$ cat config.mk
export PLATFORM = sky130hd
export DESIGN_NAME = nfs_host
export DESIGN_NICKNAME = d
export VERILOG_FILES = /design/src/core/nfs_pkg.sv /design/src/core/nfs_host.sv /design/src/core/nfs_cycle.sv
export SDC_FILE = /design/constraint.sdc
export NUM_CORES = 1
export LEC_CHECK = 0
export ABC_AREA = 1
export BUFFER_PORTS_ARGS = -buffer_cell sky130_fd_sc_hd__buf_2
export CORE_MARGIN = 3
export CORE_UTILIZATION = 35
export CTS_BUF_LIST = sky130_fd_sc_hd__clkbuf_8
export DETAILED_ROUTE_END_ITERATION = 8
export PLACE_DENSITY = 0.55
export SKIP_CTS_REPAIR_TIMING = 1
export SYNTH_ARGS = -nofsm -noshare
export SYNTH_HDL_FRONTEND = slang
export SYNTH_SLANG_ARGS = --single-unit
$ cat constraint.sdc
create_clock -name clk -period 2.6 [get_ports clk]
set_input_delay 0.52 -clock clk [delete_from_list [all_inputs] [get_ports clk]]
set_output_delay 0.52 -clock clk [all_outputs]
set_load 0.05 [all_outputs]
$ cat src/core/nfs_pkg.sv
// Package of constants and carrier types for the feature set/get host controller.
`default_nettype none
package nfs_pkg;
  // Command codes driven on the data pins during command cycles.
  localparam logic [7:0] CMD_SET_FEAT = 8'hEF;
  localparam logic [7:0] CMD_GET_FEAT = 8'hEE;
  localparam logic [7:0] CMD_STATUS = 8'h70;
  localparam logic [7:0] CMD_READ_MODE = 8'h00;
  localparam logic [7:0] CMD_RESET = 8'hFF;
  // Feature addresses.
  localparam logic [7:0] FA_TIMING = 8'h01;
  localparam logic [7:0] FA_DRIVE = 8'h80;
  localparam logic [7:0] FA_PULLDOWN = 8'h81;
  localparam logic [7:0] FA_ARRAY_MODE = 8'h90;
  // Array operation mode first parameter encodings.
  localparam logic [7:0] AM_NORMAL = 8'h00;
  localparam logic [7:0] AM_OTP_OP = 8'h01;
  localparam logic [7:0] AM_OTP_PROT = 8'h03;
  localparam logic [7:0] AM_ECC_ON = 8'h08;
  localparam logic [7:0] PARAM_ZERO = 8'h00;
  localparam logic [2:0] TIMING_MODE_MASK = 3'h7;
  localparam logic [7:0] TIMING_MODE_MAX = 8'h05;
  // Ready bit position in the status byte.
  localparam int STATUS_READY_BIT = 6;
  localparam int NUM_PARAMS = 4;
  // Bus timing at a 50 MHz clock.
  localparam int CLK_PERIOD_NS = 20;
  localparam int ADDR_TO_DATA_DELAY_NS = 70;
  localparam int ADDR_TO_DATA_CYC =
    (ADDR_TO_DATA_DELAY_NS + CLK_PERIOD_NS - 1) / CLK_PERIOD_NS;
  localparam int STROBE_LOW_NS = 40;
  localparam int STROBE_LOW_CYC = (STROBE_LOW_NS + CLK_PERIOD_NS - 1) / CLK_PERIOD_NS;
  localparam int FEATURE_BUSY_TIME_NS = 1000;
  localparam int FEATURE_BUSY_CYC =
    (FEATURE_BUSY_TIME_NS + CLK_PERIOD_NS - 1) / CLK_PERIOD_NS;
  localparam int BUSY_START_NS = 100;
  localparam int BUSY_START_CYC = (BUSY_START_NS + CLK_PERIOD_NS - 1) / CLK_PERIOD_NS;
  localparam int CNT_W = 16;
  localparam logic [CNT_W-1:0] CNT_ONE = 16'h0001;
  // Bus pin group driven toward the device.
  typedef struct packed {
    logic ce_n;
    logic cle;
    logic ale;
    logic we_n;
    logic read_strobe_n;
  } nfs_pins_s;
  // One user request.
  typedef struct packed {
    logic is_get;
    logic [7:0] addr;
    logic [31:0] params;
  } nfs_req_s;
  // Kind of bus cycle issued by the cycle engine.
  typedef enum logic [1:0] {CYC_CMD, CYC_ADDR, CYC_WDATA, CYC_RDATA} nfs_cyc_e;
endpackage
`default_nettype wire

$ cat src/core/nfs_host.sv
// Host controller issuing set-feature and get-feature sequences to the flash target.
// Function
// - ECC on: EFh, 90h, 08h 00h 00h 00h, then wait busy time.
// - ECC off: EFh, 90h, four 00h bytes, then wait busy time.
// - Host waits address-to-data delay before the first parameter byte.
// - After polling with 70h host issues 00h before reading parameters.
// - After busy host reads four parameter bytes in order.
`default_nettype none
module nfs_host #(
  parameter int BUSY_TIMEOUT_CYC = 50000 // Longest wait for ready, in clocks spent reading status.
) (
  input wire logic clk, // 50 MHz clock.
  input wire logic arst_n, // Asynchronous reset, active low.
  input wire logic req_valid, // Request present.
  input wire nfs_pkg::nfs_req_s req, // Request contents.
  output logic req_ready, // Idle and able to take a request.
  output logic [31:0] resp_params, // Parameters read, first byte in bits 7:0.
  output logic resp_valid, // Pulse: request finished.
  output logic resp_timeout, // Pulse with resp_valid: ready never came.
  input wire logic [7:0] io_in, // Data pins from device.
  output logic [7:0] io_out, // Data pins to device.
  output logic io_oe, // High while host drives data pins.
  output nfs_pkg::nfs_pins_s pins, // Control strobes.
  input wire logic busy_n // Ready/busy line, low while busy.
);
  typedef enum logic [3:0] {
    S_IDLE, S_CMD, S_ADDR, S_GAP, S_WDATA, S_BUSYSTART, S_POLLCMD,
    S_POLLRD, S_RDMODE, S_RDATA, S_DONE
  } nfs_st_e;
  nfs_st_e st_r, st_nxt;
  nfs_pkg::nfs_req_s rq_r, rq_nxt;
  logic [1:0] idx_r, idx_nxt;
  logic [nfs_pkg::CNT_W-1:0] cnt_r, cnt_nxt;
  logic [31:0] rp_r, rp_nxt;
  logic tmo_r, tmo_nxt;
  logic cstart;
  nfs_pkg::nfs_cyc_e ckind;
  logic [7:0] cwdata, crdata;
  logic cdone;
  logic started_r, started_nxt;

  // Params written: reserved bits cleared, bytes two to four forced zero.
  function automatic logic [7:0] clean_p1(input logic [7:0] fa, input logic [7:0] p);
    // only defined addresses are decoded; reserved ones pass unchanged.
    case (fa)
      nfs_pkg::FA_TIMING: clean_p1 = {5'h00, p[2:0] & nfs_pkg::TIMING_MODE_MASK};
      nfs_pkg::FA_DRIVE, nfs_pkg::FA_PULLDOWN: clean_p1 = {6'h00, p[1:0]};
      nfs_pkg::FA_ARRAY_MODE: clean_p1 = {4'h0, p[3], 2'h0, p[0]} | {6'h00, p[1] & p[0], 1'b0};
      default: clean_p1 = p;
    endcase
  endfunction

  function automatic logic [7:0] wr_byte(input logic [7:0] fa, input logic [31:0] ps,
                                         input logic [1:0] i);
    wr_byte = (i == 2'h0) ? clean_p1(fa, ps[7:0]) : nfs_pkg::PARAM_ZERO;
  endfunction

  // Sequencer next-state logic.
  always_comb begin
    st_nxt = st_r;
    rq_nxt = rq_r;
    idx_nxt = idx_r;
    cnt_nxt = cnt_r;
    rp_nxt = rp_r;
    tmo_nxt = tmo_r;
    started_nxt = started_r;
    cstart = 1'b0;
    ckind = nfs_pkg::CYC_CMD;
    cwdata = nfs_pkg::PARAM_ZERO;
    case (st_r)
      S_IDLE: begin
        // only start while device is idle
        if (req_valid && busy_n) begin
          rq_nxt = req;
          tmo_nxt = 1'b0;
          rp_nxt = 32'h0000_0000;
          started_nxt = 1'b0;
          st_nxt = S_CMD;
        end
      end
      S_CMD: begin
        ckind = nfs_pkg::CYC_CMD;
        cwdata = rq_r.is_get ? nfs_pkg::CMD_GET_FEAT : nfs_pkg::CMD_SET_FEAT;
        cstart = !started_r;
        started_nxt = 1'b1;
        if (cdone) begin
          started_nxt = 1'b0;
          st_nxt = S_ADDR;
        end
      end
      S_ADDR: begin
        ckind = nfs_pkg::CYC_ADDR;
        cwdata = rq_r.addr;
        cstart = !started_r;
        started_nxt = 1'b1;
        if (cdone) begin
          started_nxt = 1'b0;
          idx_nxt = 2'h0;
          cnt_nxt = rq_r.is_get ? nfs_pkg::CNT_W'(nfs_pkg::BUSY_START_CYC)
                                : nfs_pkg::CNT_W'(nfs_pkg::ADDR_TO_DATA_CYC);
          st_nxt = rq_r.is_get ? S_BUSYSTART : S_GAP;
        end
      end
      S_GAP: begin
        cnt_nxt = cnt_r - nfs_pkg::CNT_ONE;
        if (cnt_r <= nfs_pkg::CNT_ONE) st_nxt = S_WDATA;
      end
      S_WDATA: begin
        ckind = nfs_pkg::CYC_WDATA;
        cwdata = wr_byte(rq_r.addr, rq_r.params, idx_r);
        cstart = !started_r;
        started_nxt = 1'b1;
        if (cdone) begin
          started_nxt = 1'b0;
          idx_nxt = idx_r + 2'h1;
          if (idx_r == 2'(nfs_pkg::NUM_PARAMS - 1)) begin
            cnt_nxt = nfs_pkg::CNT_W'(nfs_pkg::BUSY_START_CYC);
            st_nxt = S_BUSYSTART;
          end
        end
      end
      S_BUSYSTART: begin
        // Let the busy line fall before sampling it.
        cnt_nxt = cnt_r - nfs_pkg::CNT_ONE;
        if (cnt_r <= nfs_pkg::CNT_ONE) begin
          cnt_nxt = BUSY_TIMEOUT_CYC[nfs_pkg::CNT_W-1:0];
          st_nxt = S_POLLCMD;
        end
      end
      S_POLLCMD: begin
        ckind = nfs_pkg::CYC_CMD;
        cwdata = nfs_pkg::CMD_STATUS;
        cstart = !started_r;
        started_nxt = 1'b1;
        if (cdone) begin
          started_nxt = 1'b0;
          st_nxt = S_POLLRD;
        end
      end
      S_POLLRD: begin
        ckind = nfs_pkg::CYC_RDATA;
        cstart = !started_r;
        started_nxt = 1'b1;
        // Saturate so that a limit that is not a multiple of a read cannot wrap past the check.
        if (cnt_r != '0) cnt_nxt = cnt_r - nfs_pkg::CNT_ONE;
        if (cdone) begin
          started_nxt = 1'b0;
          if (crdata[nfs_pkg::STATUS_READY_BIT] && busy_n) begin
            st_nxt = rq_r.is_get ? S_RDMODE : S_DONE;
          end else if (cnt_r <= nfs_pkg::CNT_ONE) begin
            tmo_nxt = 1'b1;
            st_nxt = S_DONE;
          end
        end
      end
      S_RDMODE: begin
        ckind = nfs_pkg::CYC_CMD;
        cwdata = nfs_pkg::CMD_READ_MODE;
        cstart = !started_r;
        started_nxt = 1'b1;
        if (cdone) begin
          started_nxt = 1'b0;
          idx_nxt = 2'h0;
          st_nxt = S_RDATA;
        end
      end
      S_RDATA: begin
        ckind = nfs_pkg::CYC_RDATA;
        cstart = !started_r;
        started_nxt = 1'b1;
        if (cdone) begin
          started_nxt = 1'b0;
          rp_nxt[8*idx_r +: 8] = crdata;
          idx_nxt = idx_r + 2'h1;
          if (idx_r == 2'(nfs_pkg::NUM_PARAMS - 1)) st_nxt = S_DONE;
        end
      end
      S_DONE: st_nxt = S_IDLE;
      default: st_nxt = S_IDLE;
    endcase
  end

  // State registers; nothing here issues a reset command before features.
  always_ff @(posedge clk or negedge arst_n) begin
    if (!arst_n) begin
      st_r <= S_IDLE;
      rq_r <= '0;
      idx_r <= 2'h0;
      cnt_r <= '0;
      rp_r <= 32'h0000_0000;
      tmo_r <= 1'b0;
      started_r <= 1'b0;
    end else begin
      st_r <= st_nxt;
      rq_r <= rq_nxt;
      idx_r <= idx_nxt;
      cnt_r <= cnt_nxt;
      rp_r <= rp_nxt;
      tmo_r <= tmo_nxt;
      started_r <= started_nxt;
    end
  end

  nfs_cycle u_cycle (
    .clk(clk),
    .arst_n(arst_n),
    .start(cstart),
    .kind(ckind),
    .wdata(cwdata),
    .io_in(io_in),
    .io_out(io_out),
    .io_oe(io_oe),
    .pins(pins),
    .rdata(crdata),
    .done(cdone)
  );

  // Handshake outputs are decoded from state; req_ready also needs busy_n high.
  assign req_ready = (st_r == S_IDLE) && busy_n;
  assign resp_valid = (st_r == S_DONE);
  assign resp_timeout = (st_r == S_DONE) && tmo_r;
  assign resp_params = rp_r;

  ////////////////////////////////////////////////////////////////////////////
  // reserved addresses still forwarded unchanged; decode only shapes the first byte.

  // bytes two to four are zero on the bus
  a_upper_zero: assert property (@(posedge clk) disable iff (!arst_n)
    (st_r == S_WDATA && idx_r != 2'h0 && io_oe) |-> io_out == nfs_pkg::PARAM_ZERO)
    else $error("nonzero reserved parameter byte");
  // the busy wait starts right after the fourth data byte
  a_four_bytes: assert property (@(posedge clk) disable iff (!arst_n)
    (st_r == S_WDATA && cdone && idx_r == 2'h3) |=> st_r == S_BUSYSTART)
    else $error("set-feature did not move to busy after fourth byte");
  a_addr_gap: assert property (@(posedge clk) disable iff (!arst_n)
    (st_r == S_ADDR && cdone && !rq_r.is_get) |=> (st_r == S_GAP) [*3])
    else $error("address-to-data delay too short");
  a_idle_start: assert property (@(posedge clk) disable iff (!arst_n)
    (st_r == S_IDLE && !busy_n) |=> st_r == S_IDLE)
    else $error("request started while device busy");
  a_rdmode_first: assert property (@(posedge clk) disable iff (!arst_n)
    (st_r != S_RDATA) ##1 (st_r == S_RDATA) |-> $past(st_r) == S_RDMODE)
    else $error("parameter read without read-mode command");
  a_set_code: assert property (@(posedge clk) disable iff (!arst_n)
    (st_r == S_CMD && pins.cle && !rq_r.is_get) |-> io_out == nfs_pkg::CMD_SET_FEAT)
    else $error("wrong set-feature command code");
  a_get_code: assert property (@(posedge clk) disable iff (!arst_n)
    (st_r == S_CMD && pins.cle && rq_r.is_get) |-> io_out == nfs_pkg::CMD_GET_FEAT)
    else $error("wrong get-feature command code");
  a_ready_seen: assert property (@(posedge clk) disable iff (!arst_n)
    (st_r == S_POLLRD && cdone && !busy_n) |=> st_r != S_DONE || tmo_r)
    else $error("finished while busy line low");
endmodule
`default_nettype wire

$ cat src/core/nfs_cycle.sv
// One asynchronous bus cycle engine: command, address, data write or data read.
`default_nettype none
module nfs_cycle (
  input wire logic clk, // 50 MHz clock.
  input wire logic arst_n, // Asynchronous reset, active low.
  input wire logic start, // Pulse: begin one cycle.
  input wire nfs_pkg::nfs_cyc_e kind, // Cycle kind.
  input wire logic [7:0] wdata, // Byte to drive.
  input wire logic [7:0] io_in, // Data pins from the device.
  output logic [7:0] io_out, // Data pins driven.
  output logic io_oe, // High while driving data pins.
  output nfs_pkg::nfs_pins_s pins, // Strobes and latches.
  output logic [7:0] rdata, // Byte captured on a read cycle.
  output logic done // Pulse: cycle finished.
);
  typedef enum logic [1:0] {C_IDLE, C_LOW, C_HIGH} nfs_cst_e;
  nfs_cst_e st_r, st_nxt;
  logic [3:0] cnt_r, cnt_nxt;
  nfs_pkg::nfs_cyc_e kind_r, kind_nxt;
  logic [7:0] wd_r, wd_nxt, rd_r, rd_nxt;
  localparam logic [3:0] LOW_CYC = 4'(nfs_pkg::STROBE_LOW_CYC);

  // Next-state logic; the strobe rises at the end of the low phase.
  always_comb begin
    st_nxt = st_r;
    cnt_nxt = cnt_r;
    kind_nxt = kind_r;
    wd_nxt = wd_r;
    rd_nxt = rd_r;
    case (st_r)
      C_IDLE: begin
        if (start) begin
          st_nxt = C_LOW;
          cnt_nxt = LOW_CYC;
          kind_nxt = kind;
          wd_nxt = wdata;
        end
      end
      C_LOW: begin
        if (cnt_r == 4'h1) begin
          st_nxt = C_HIGH;
          if (kind_r == nfs_pkg::CYC_RDATA) rd_nxt = io_in;
        end
        cnt_nxt = cnt_r - 4'h1;
      end
      C_HIGH: st_nxt = C_IDLE;
      default: st_nxt = C_IDLE;
    endcase
  end

  always_ff @(posedge clk or negedge arst_n) begin
    if (!arst_n) begin
      st_r <= C_IDLE;
      cnt_r <= 4'h0;
      kind_r <= nfs_pkg::CYC_CMD;
      wd_r <= 8'h00;
      rd_r <= 8'h00;
    end else begin
      st_r <= st_nxt;
      cnt_r <= cnt_nxt;
      kind_r <= kind_nxt;
      wd_r <= wd_nxt;
      rd_r <= rd_nxt;
    end
  end

  // Pins are decoded from state; chip enable held low while a cycle runs.
  always_comb begin
    pins.ce_n = (st_r == C_IDLE);
    pins.cle = (st_r != C_IDLE) && (kind_r == nfs_pkg::CYC_CMD);
    pins.ale = (st_r != C_IDLE) && (kind_r == nfs_pkg::CYC_ADDR);
    pins.we_n = !((st_r == C_LOW) && (kind_r != nfs_pkg::CYC_RDATA));
    pins.read_strobe_n = !((st_r == C_LOW) && (kind_r == nfs_pkg::CYC_RDATA));
  end
  assign io_oe = (st_r != C_IDLE) && (kind_r != nfs_pkg::CYC_RDATA);
  assign io_out = wd_r;
  assign rdata = rd_r;
  assign done = (st_r == C_HIGH);
endmodule
`default_nettype wire

==> flow_summary.toml, run 1 <==
[global_route]
met2_usage_pct = 26.74
met1_usage_pct = 21.71
grt_util_all_layers_pct = 16.43
grt.overflow.total = 0
grt_use_met3_pct = 4.758
antenna_found_initial = 0
grt_start_max_net_pins = 52
grt_pass1_vias = 4473
grt_pass1_wl_um = 21410
gr-max-usage-layer = "met2"

[setup_path]
worst-path-stages = 4
slowest_stage = "dfrtp_1"
cpPeakStageDelay_ps = 510
start_kind = "register"
path_class = "reg -> out"
r2r_slack_ps = 490
cp.required_ps = 2080
arrival_ps = 1780
path_cells = "nor2_1, nand2_1, nor2_1, buf_2"
end_kind = "primary output"
path_buf_inv = 1
critPathMostFrequentCell = "nor2_1"
cpLargestDelayFamily = "simple AND/OR/NAND/NOR gates"
reg2regPathDepth = 10
crit_path_max_fanout = 9

[logic_synthesis]
seq_area_frac_synth_pct = 47.81
synth_area_per_cell_um2 = 7.848
synthDistinctLibCells = 38
syn-num-nets = 708
synth_cells = 647
ys_warn_count = 0
netlist_area_um2 = 5077
synth_seq_cells = 97

[outcome]
status = "complete, no violations"

[floorplan]
core-area_um2 = 14040
start_util_pct = 36.16
io-pin-count = 102
rows = 43
die_w_um = 126.4
dieArea_um2 = 15990
die_h_um = 126.4

[routing]
dr.pass1.iters = 5
drtIter0Drc = 189
drt-vias-per-instance = 4.872
avgRoutedWirePerCell_um = 13.77
ant_nets = 0
drcViolationCount = 0
drt_wl_total_um = 12550
num_vias = 4438

[cts]
numCtsBuffers = 9
root_buffer = "clkbuf_8"
cts.reportedPaths.clkPinSlew_ps = 90
cts_sinks = 97
cts_tree = "yes"
h-tree-depth = 3
clock_path_buffers = 2
clk_latency_ps = 380

[final_layout]
diodes = 0
syn_to_final_growth_pct = 15.67
final_nets = 787
fillers = 1458
layout.cells.non_filler = 911
drive_above_1_share_pct = 18.74

[sta]
rsz0062_at_grt = "no"
fmax_mhz = 434.2
finalMaxSlewViolations = 0
fin_crit_ps = 2303
tightest_slew_ps = 632.3
final_hold_viol_count = 0
finalCritPeriodShare_pct = 88.58
final.setup.worst_slack_ps = 296.9
finalSetupViolCount = 0
clock-skew-final_ps = 6.873
final.setup.tns_ps = 0
hold_ws_ps = 41.50
max-slew-margin-rel_pct = 57.85

[place]
dp.final_hpwl_um = 9537
port-buffer-count = 77
place.gp.congestion = 0.8788
pre_cts_ws_ps = 517.7
dp.cells = 895

[power]
power_density_nw_per_um2 = 1159
finalPower_uw = 6806
ir_drop_mv = 0.7820
p_leak_uw = 0.003060

[min_path]
hold_path_class = "in -> async"

[flow_run]
drv_cap = 0
## worst register-to-register path: cells and delay by family, from the launching register on
family,cells,cell delay (ps)
AO/OA/AOI/OAI,1,60
buffers and inverters,2,320
AND/OR/NAND/NOR,6,1040
flip-flops,1,360
adder cells (fa/ha/maj),1,250
## cells in the mapped netlist, drive strengths merged
| master | n | share of area [%] |
|---|---|---|
| a31oi | 1 | 0.25 |
| o21ai | 65 | 6.6 |
| o22ai | 2 | 0.37 |
| nand4 | 21 | 2.6 |
| xnor2 | 2 | 0.35 |
| nand3 | 40 | 4.2 |
| nor2 | 76 | 6.9 |
| inv | 67 | 5.0 |
| nor3b | 2 | 0.30 |
| ha | 8 | 2.0 |
| buf | 9 | 1.5 |
| o32ai | 1 | 0.17 |
| mux2i | 1 | 0.20 |
| o31ai | 6 | 0.89 |
| dfrtp | 97 | 48 |
| o21bai | 1 | 0.15 |
| nor3 | 7 | 0.69 |
| nand2 | 205 | 16 |
| nand3b | 4 | 0.59 |
| xor2 | 6 | 1.0 |
| clkbuf | 5 | 0.37 |
| o211ai | 1 | 0.15 |
| nor4 | 1 | 0.12 |
| a21oi | 19 | 2.0 |
## metal layers
metal	vias to the layer above	part of all wire [%]	routed length (um)
met5	-	0	0
li1	2247	-	-
met2	76	47	5901
met3	7	5.6	701
met1	2108	47	5836
met4	0	0.88	110
## flip-flops by register name, indices dropped and copies added (netlist names), 2 cells and up
signal,flops
cnt_r,16
u_cycle.rdata,8
u_cycle.cnt_r,4
u_cycle.st_r,2
u_cycle.kind_r,2
idx_r,2
st_r,4
rq_r,17
u_cycle.io_out,8
resp_params,32
## final timing paths
kind,start,endpoint
max reg2reg,cnt_r[0]$_DFFE_PN0P_,cnt_r[6]$_DFFE_PN0P_
min in group clk,req[5],rq_r[5]$_DFFE_PN0P_
min reg2reg,rq_r[6]$_DFFE_PN0P_,rq_r[6]$_DFFE_PN0P_
min,arst_n,cnt_r[3]$_DFFE_PN0P_
max in group asynchronous,arst_n,st_r[1]$_DFFE_PN0P_
max,st_r[3]$_DFFE_PN0P_,req_ready
## area by class of cell
class / instances / area (um^2) / area share [%]
Clock buffer: 11 / 151.4 / 2.578
Timing Repair Buffer: 82 / 437.9 / 7.456
Sequential cell: 97 / 2427 / 41.33
Inverter: 67 / 254.0 / 4.325
Clock inverter: 5 / 77.57 / 1.321
Tap cell: 180 / 225.2 / 3.835
Multi-Input combinational cell: 469 / 2300 / 39.16
## logic make-up after synthesis
group | count (synthesis) | synth area share [%]
buffers and inverters | 81 | 6.900
adder cells (fa/ha/maj) | 8 | 1.971
XOR/XNOR | 8 | 1.380
AO/OA/AOI/OAI | 96 | 10.55
AND/OR/NAND/NOR | 356 | 31.20
multiplexers | 1 | 0.1971
flip-flops | 97 | 47.81
## report_power, final
| group | internal, uW | switching, uW |
|---|---|---|
| clock network | 593 | 533 |
| registers | 1950 | 361 |
| logic | 973 | 2400 |
## cells in the final DEF, fill, tap and decap left out, types with 2 or more instances in the layout
cell type | netlist | routed
nor2_1 | 63 | 63
inv_1 | 57 | 58
o21ai_2 | 2 | 2
nand3b_1 | 4 | 4
clkbuf_8 | 0 | 11
xor2_1 | 6 | 6
nor3_1 | 7 | 7
xnor2_1 | 2 | 2
nand4_1 | 21 | 21
nand2_2 | 6 | 6
o31ai_1 | 6 | 6
nand3_2 | 3 | 3
bufinv_16 | 0 | 2
dfrtp_1 | 97 | 97
buf_4 | 3 | 5
buf_2 | 2 | 76
ha_1 | 8 | 8
nor3b_1 | 2 | 2
o21ai_0 | 43 | 43
nor2_2 | 8 | 8
a21oi_2 | 2 | 2
nor2_4 | 4 | 4
nand2_1 | 197 | 197
nand2_4 | 2 | 2
a21oi_1 | 17 | 17
nand3_1 | 37 | 37
o21ai_1 | 20 | 20
inv_2 | 9 | 9
## stage by stage
stage / area, um^2 / utilization, %
after global routing: 5873 / 41.82
after global placement: 5644 / 40.19
after detailed placement: 5644 / 40.19
final: 5873 / 41.82
after CTS: 5873 / 41.82
after floorplan: 5077 / -
Power figures use the tool's default switching activity.
==> run 2, diff against run 1 <==
- GPL_TIMING_DRIVEN: default -> 0
==> flow_summary.toml, run 2 (same netlist as run 1, synthesis figures left out) <==
[outcome]
status = "complete, no violations"

[flow_run]
drv_cap = 0

[final_layout]
fin_area_um2 = 5962
final_nets = 797
syn_to_final_growth_pct = 17.42
drive_above_1_share_pct = 19.16
diodes = 0
layout_commonest_cell = "nand2_1"
layout.cells.non_filler = 921
fin_util_pct = 42.46
final_cell_mix = "197 x nand2_1, 97 x dfrtp_1, 78 x buf_2, 63 x nor2_1, 58 x inv_1"
fillers = 1480
largest_register_ffs = 32

[floorplan]
die_w_um = 126.4
die_h_um = 126.4
rows = 43
start_util_pct = 36.16
io-pin-count = 102
core-area_um2 = 14040
dieArea_um2 = 15990

[setup_path]
cp.required_ps = 2080
reg2regPathDepth = 7
slowest_stage = "dfrtp_1"
critPathMostFrequentCell = "nor2_1"
path_class = "reg -> out"
arrival_ps = 1790
crit_path_max_fanout = 9
path_cells = "buf_6, nor2_1, nand2_1, nor2_1, buf_2"
r2r_end = "resp_params[26]$_DFFE_PN0P_"
start_kind = "register"
end_kind = "primary output"
rr_startpoint = "idx_r[0]$_DFFE_PN0P_"
r2r_slack_ps = 640
cpPeakStageDelay_ps = 380

[sta]
fmax_mhz = 433.4
fin_crit_ps = 2307
final_hold_viol_count = 0
clock-skew-final_ps = 5.981
finalSetupViolCount = 0
rsz0062_at_grt = "no"
finalCritPeriodShare_pct = 88.74
hold_ws_ps = 152.1
tightest_slew_ps = 659.5
max-slew-margin-rel_pct = 56.03
finalMaxSlewViolations = 0

[global_route]
grt_start_max_net_pins = 50
grt_util_all_layers_pct = 16.82
grt.overflow.total = 0
antenna_found_initial = 0
grt_pass1_wl_um = 21850
grt_pass1_vias = 4528

[routing]
ant_nets = 0
drt_wl_total_um = 12880
drt-vias-per-instance = 4.911
drtIter0Drc = 262
drcViolationCount = 0
avgRoutedWirePerCell_um = 13.98
dr.pass1.iters = 5
num_vias = 4523

[cts]
clk_latency_ps = 380
cts_sinks = 97
clock_path_buffers = 2
numCtsBuffers = 9
h-tree-depth = 3
cts_tree = "yes"
cts.reportedPaths.clkPinSlew_ps = 90
root_buffer = "clkbuf_8"

[power]
power_density_nw_per_um2 = 1168
ir_drop_mv = 0.8879
p_leak_uw = 0.003096
internal-power_uw = 3633
pwr-share-seq_pct = 33.1
finalPower_uw = 6966
power_frac_comb_pct = 49.7
power.switching_uw = 3334
switching_share_pct = 47.85
clock_power_share_pct = 17.2

[place]
place.gp.congestion = 0.8966
placed_cell_area_um2 = 5718
dp.cells = 905
port-buffer-count = 77
dp.final_hpwl_um = 9898

[min_path]
hold_path_class = "in -> async"
run 2: layer usage:
| metal | wire length [um] | up-vias | track usage [%] |
|---|---|---|---|
| li1 | - | 2274 | - |
| met3 | 639 | 11 | 4.632 |
| met1 | 6131 | 2152 | 22.55 |
| met5 | 0 | - | 0 |
| met4 | 139 | 0 | 3.785 |
| met2 | 5969 | 86 | 27.30 |
run 2: worst max-delay path, delay by kind of cell, from the launching register on:
kind                   cells  cell delay (ps)
and+or+nand+nor            3              590
buffers and inverters      2              440
DFF                        1              380
run 2: layout make-up:
class                           count  area (um^2)  share of cell area [%]
Multi-Input combinational cell    469         2300                   38.57
Inverter                           67        254.0                   4.260
Sequential cell                    97         2427                   40.71
Clock buffer                       10        137.6                   2.308
Buffer                             14        96.34                   1.616
Timing Repair Buffer               78        415.4                   6.967
Tap cell                          180        225.2                   3.778
Clock inverter                      6        106.4                   1.784
run 2: worst max path at each step:
stage | end | cells after the start | slack, ps | startpoint
global placement | resp_params[4]$_DFFE_PN0P_ | 1 | -30 | arst_n
floorplan | resp_timeout | 3 | 320 | st_r[0]$_DFFE_PN0P_
finish | req_ready | 5 | 290 | st_r[3]$_DFFE_PN0P_
CTS | req_ready | 5 | 270 | st_r[3]$_DFFE_PN0P_
detailed placement | cnt_r[15]$_DFFE_PN0P_ | 10 | 640 | cnt_r[0]$_DFFE_PN0P_
global route | req_ready | 6 | 190 | st_r[0]$_DFFE_PN0P_
run 2: metrics by stage:
stage	TNS [ps]	setup WS (ps)
after floorplan	0	324.4
after global placement	-1950	-26.19
after detailed placement	0	641.1
after CTS	0	268.4
after global routing	0	187.0
final	0	292.7
run 2: power by group through the flow:
stage / sequential [uW] / combinational (uW) / clock (uW)
2_1_floorplan: 2620 / 2320 / 0
3_3_place_gp: 2320 / 3430 / 0
3_5_place_dp: 2330 / 3480 / 0
4_1_cts: 2300 / 3490 / 1240
5_1_grt: 2360 / 3890 / 1300
6_report: 2310 / 3460 / 1200
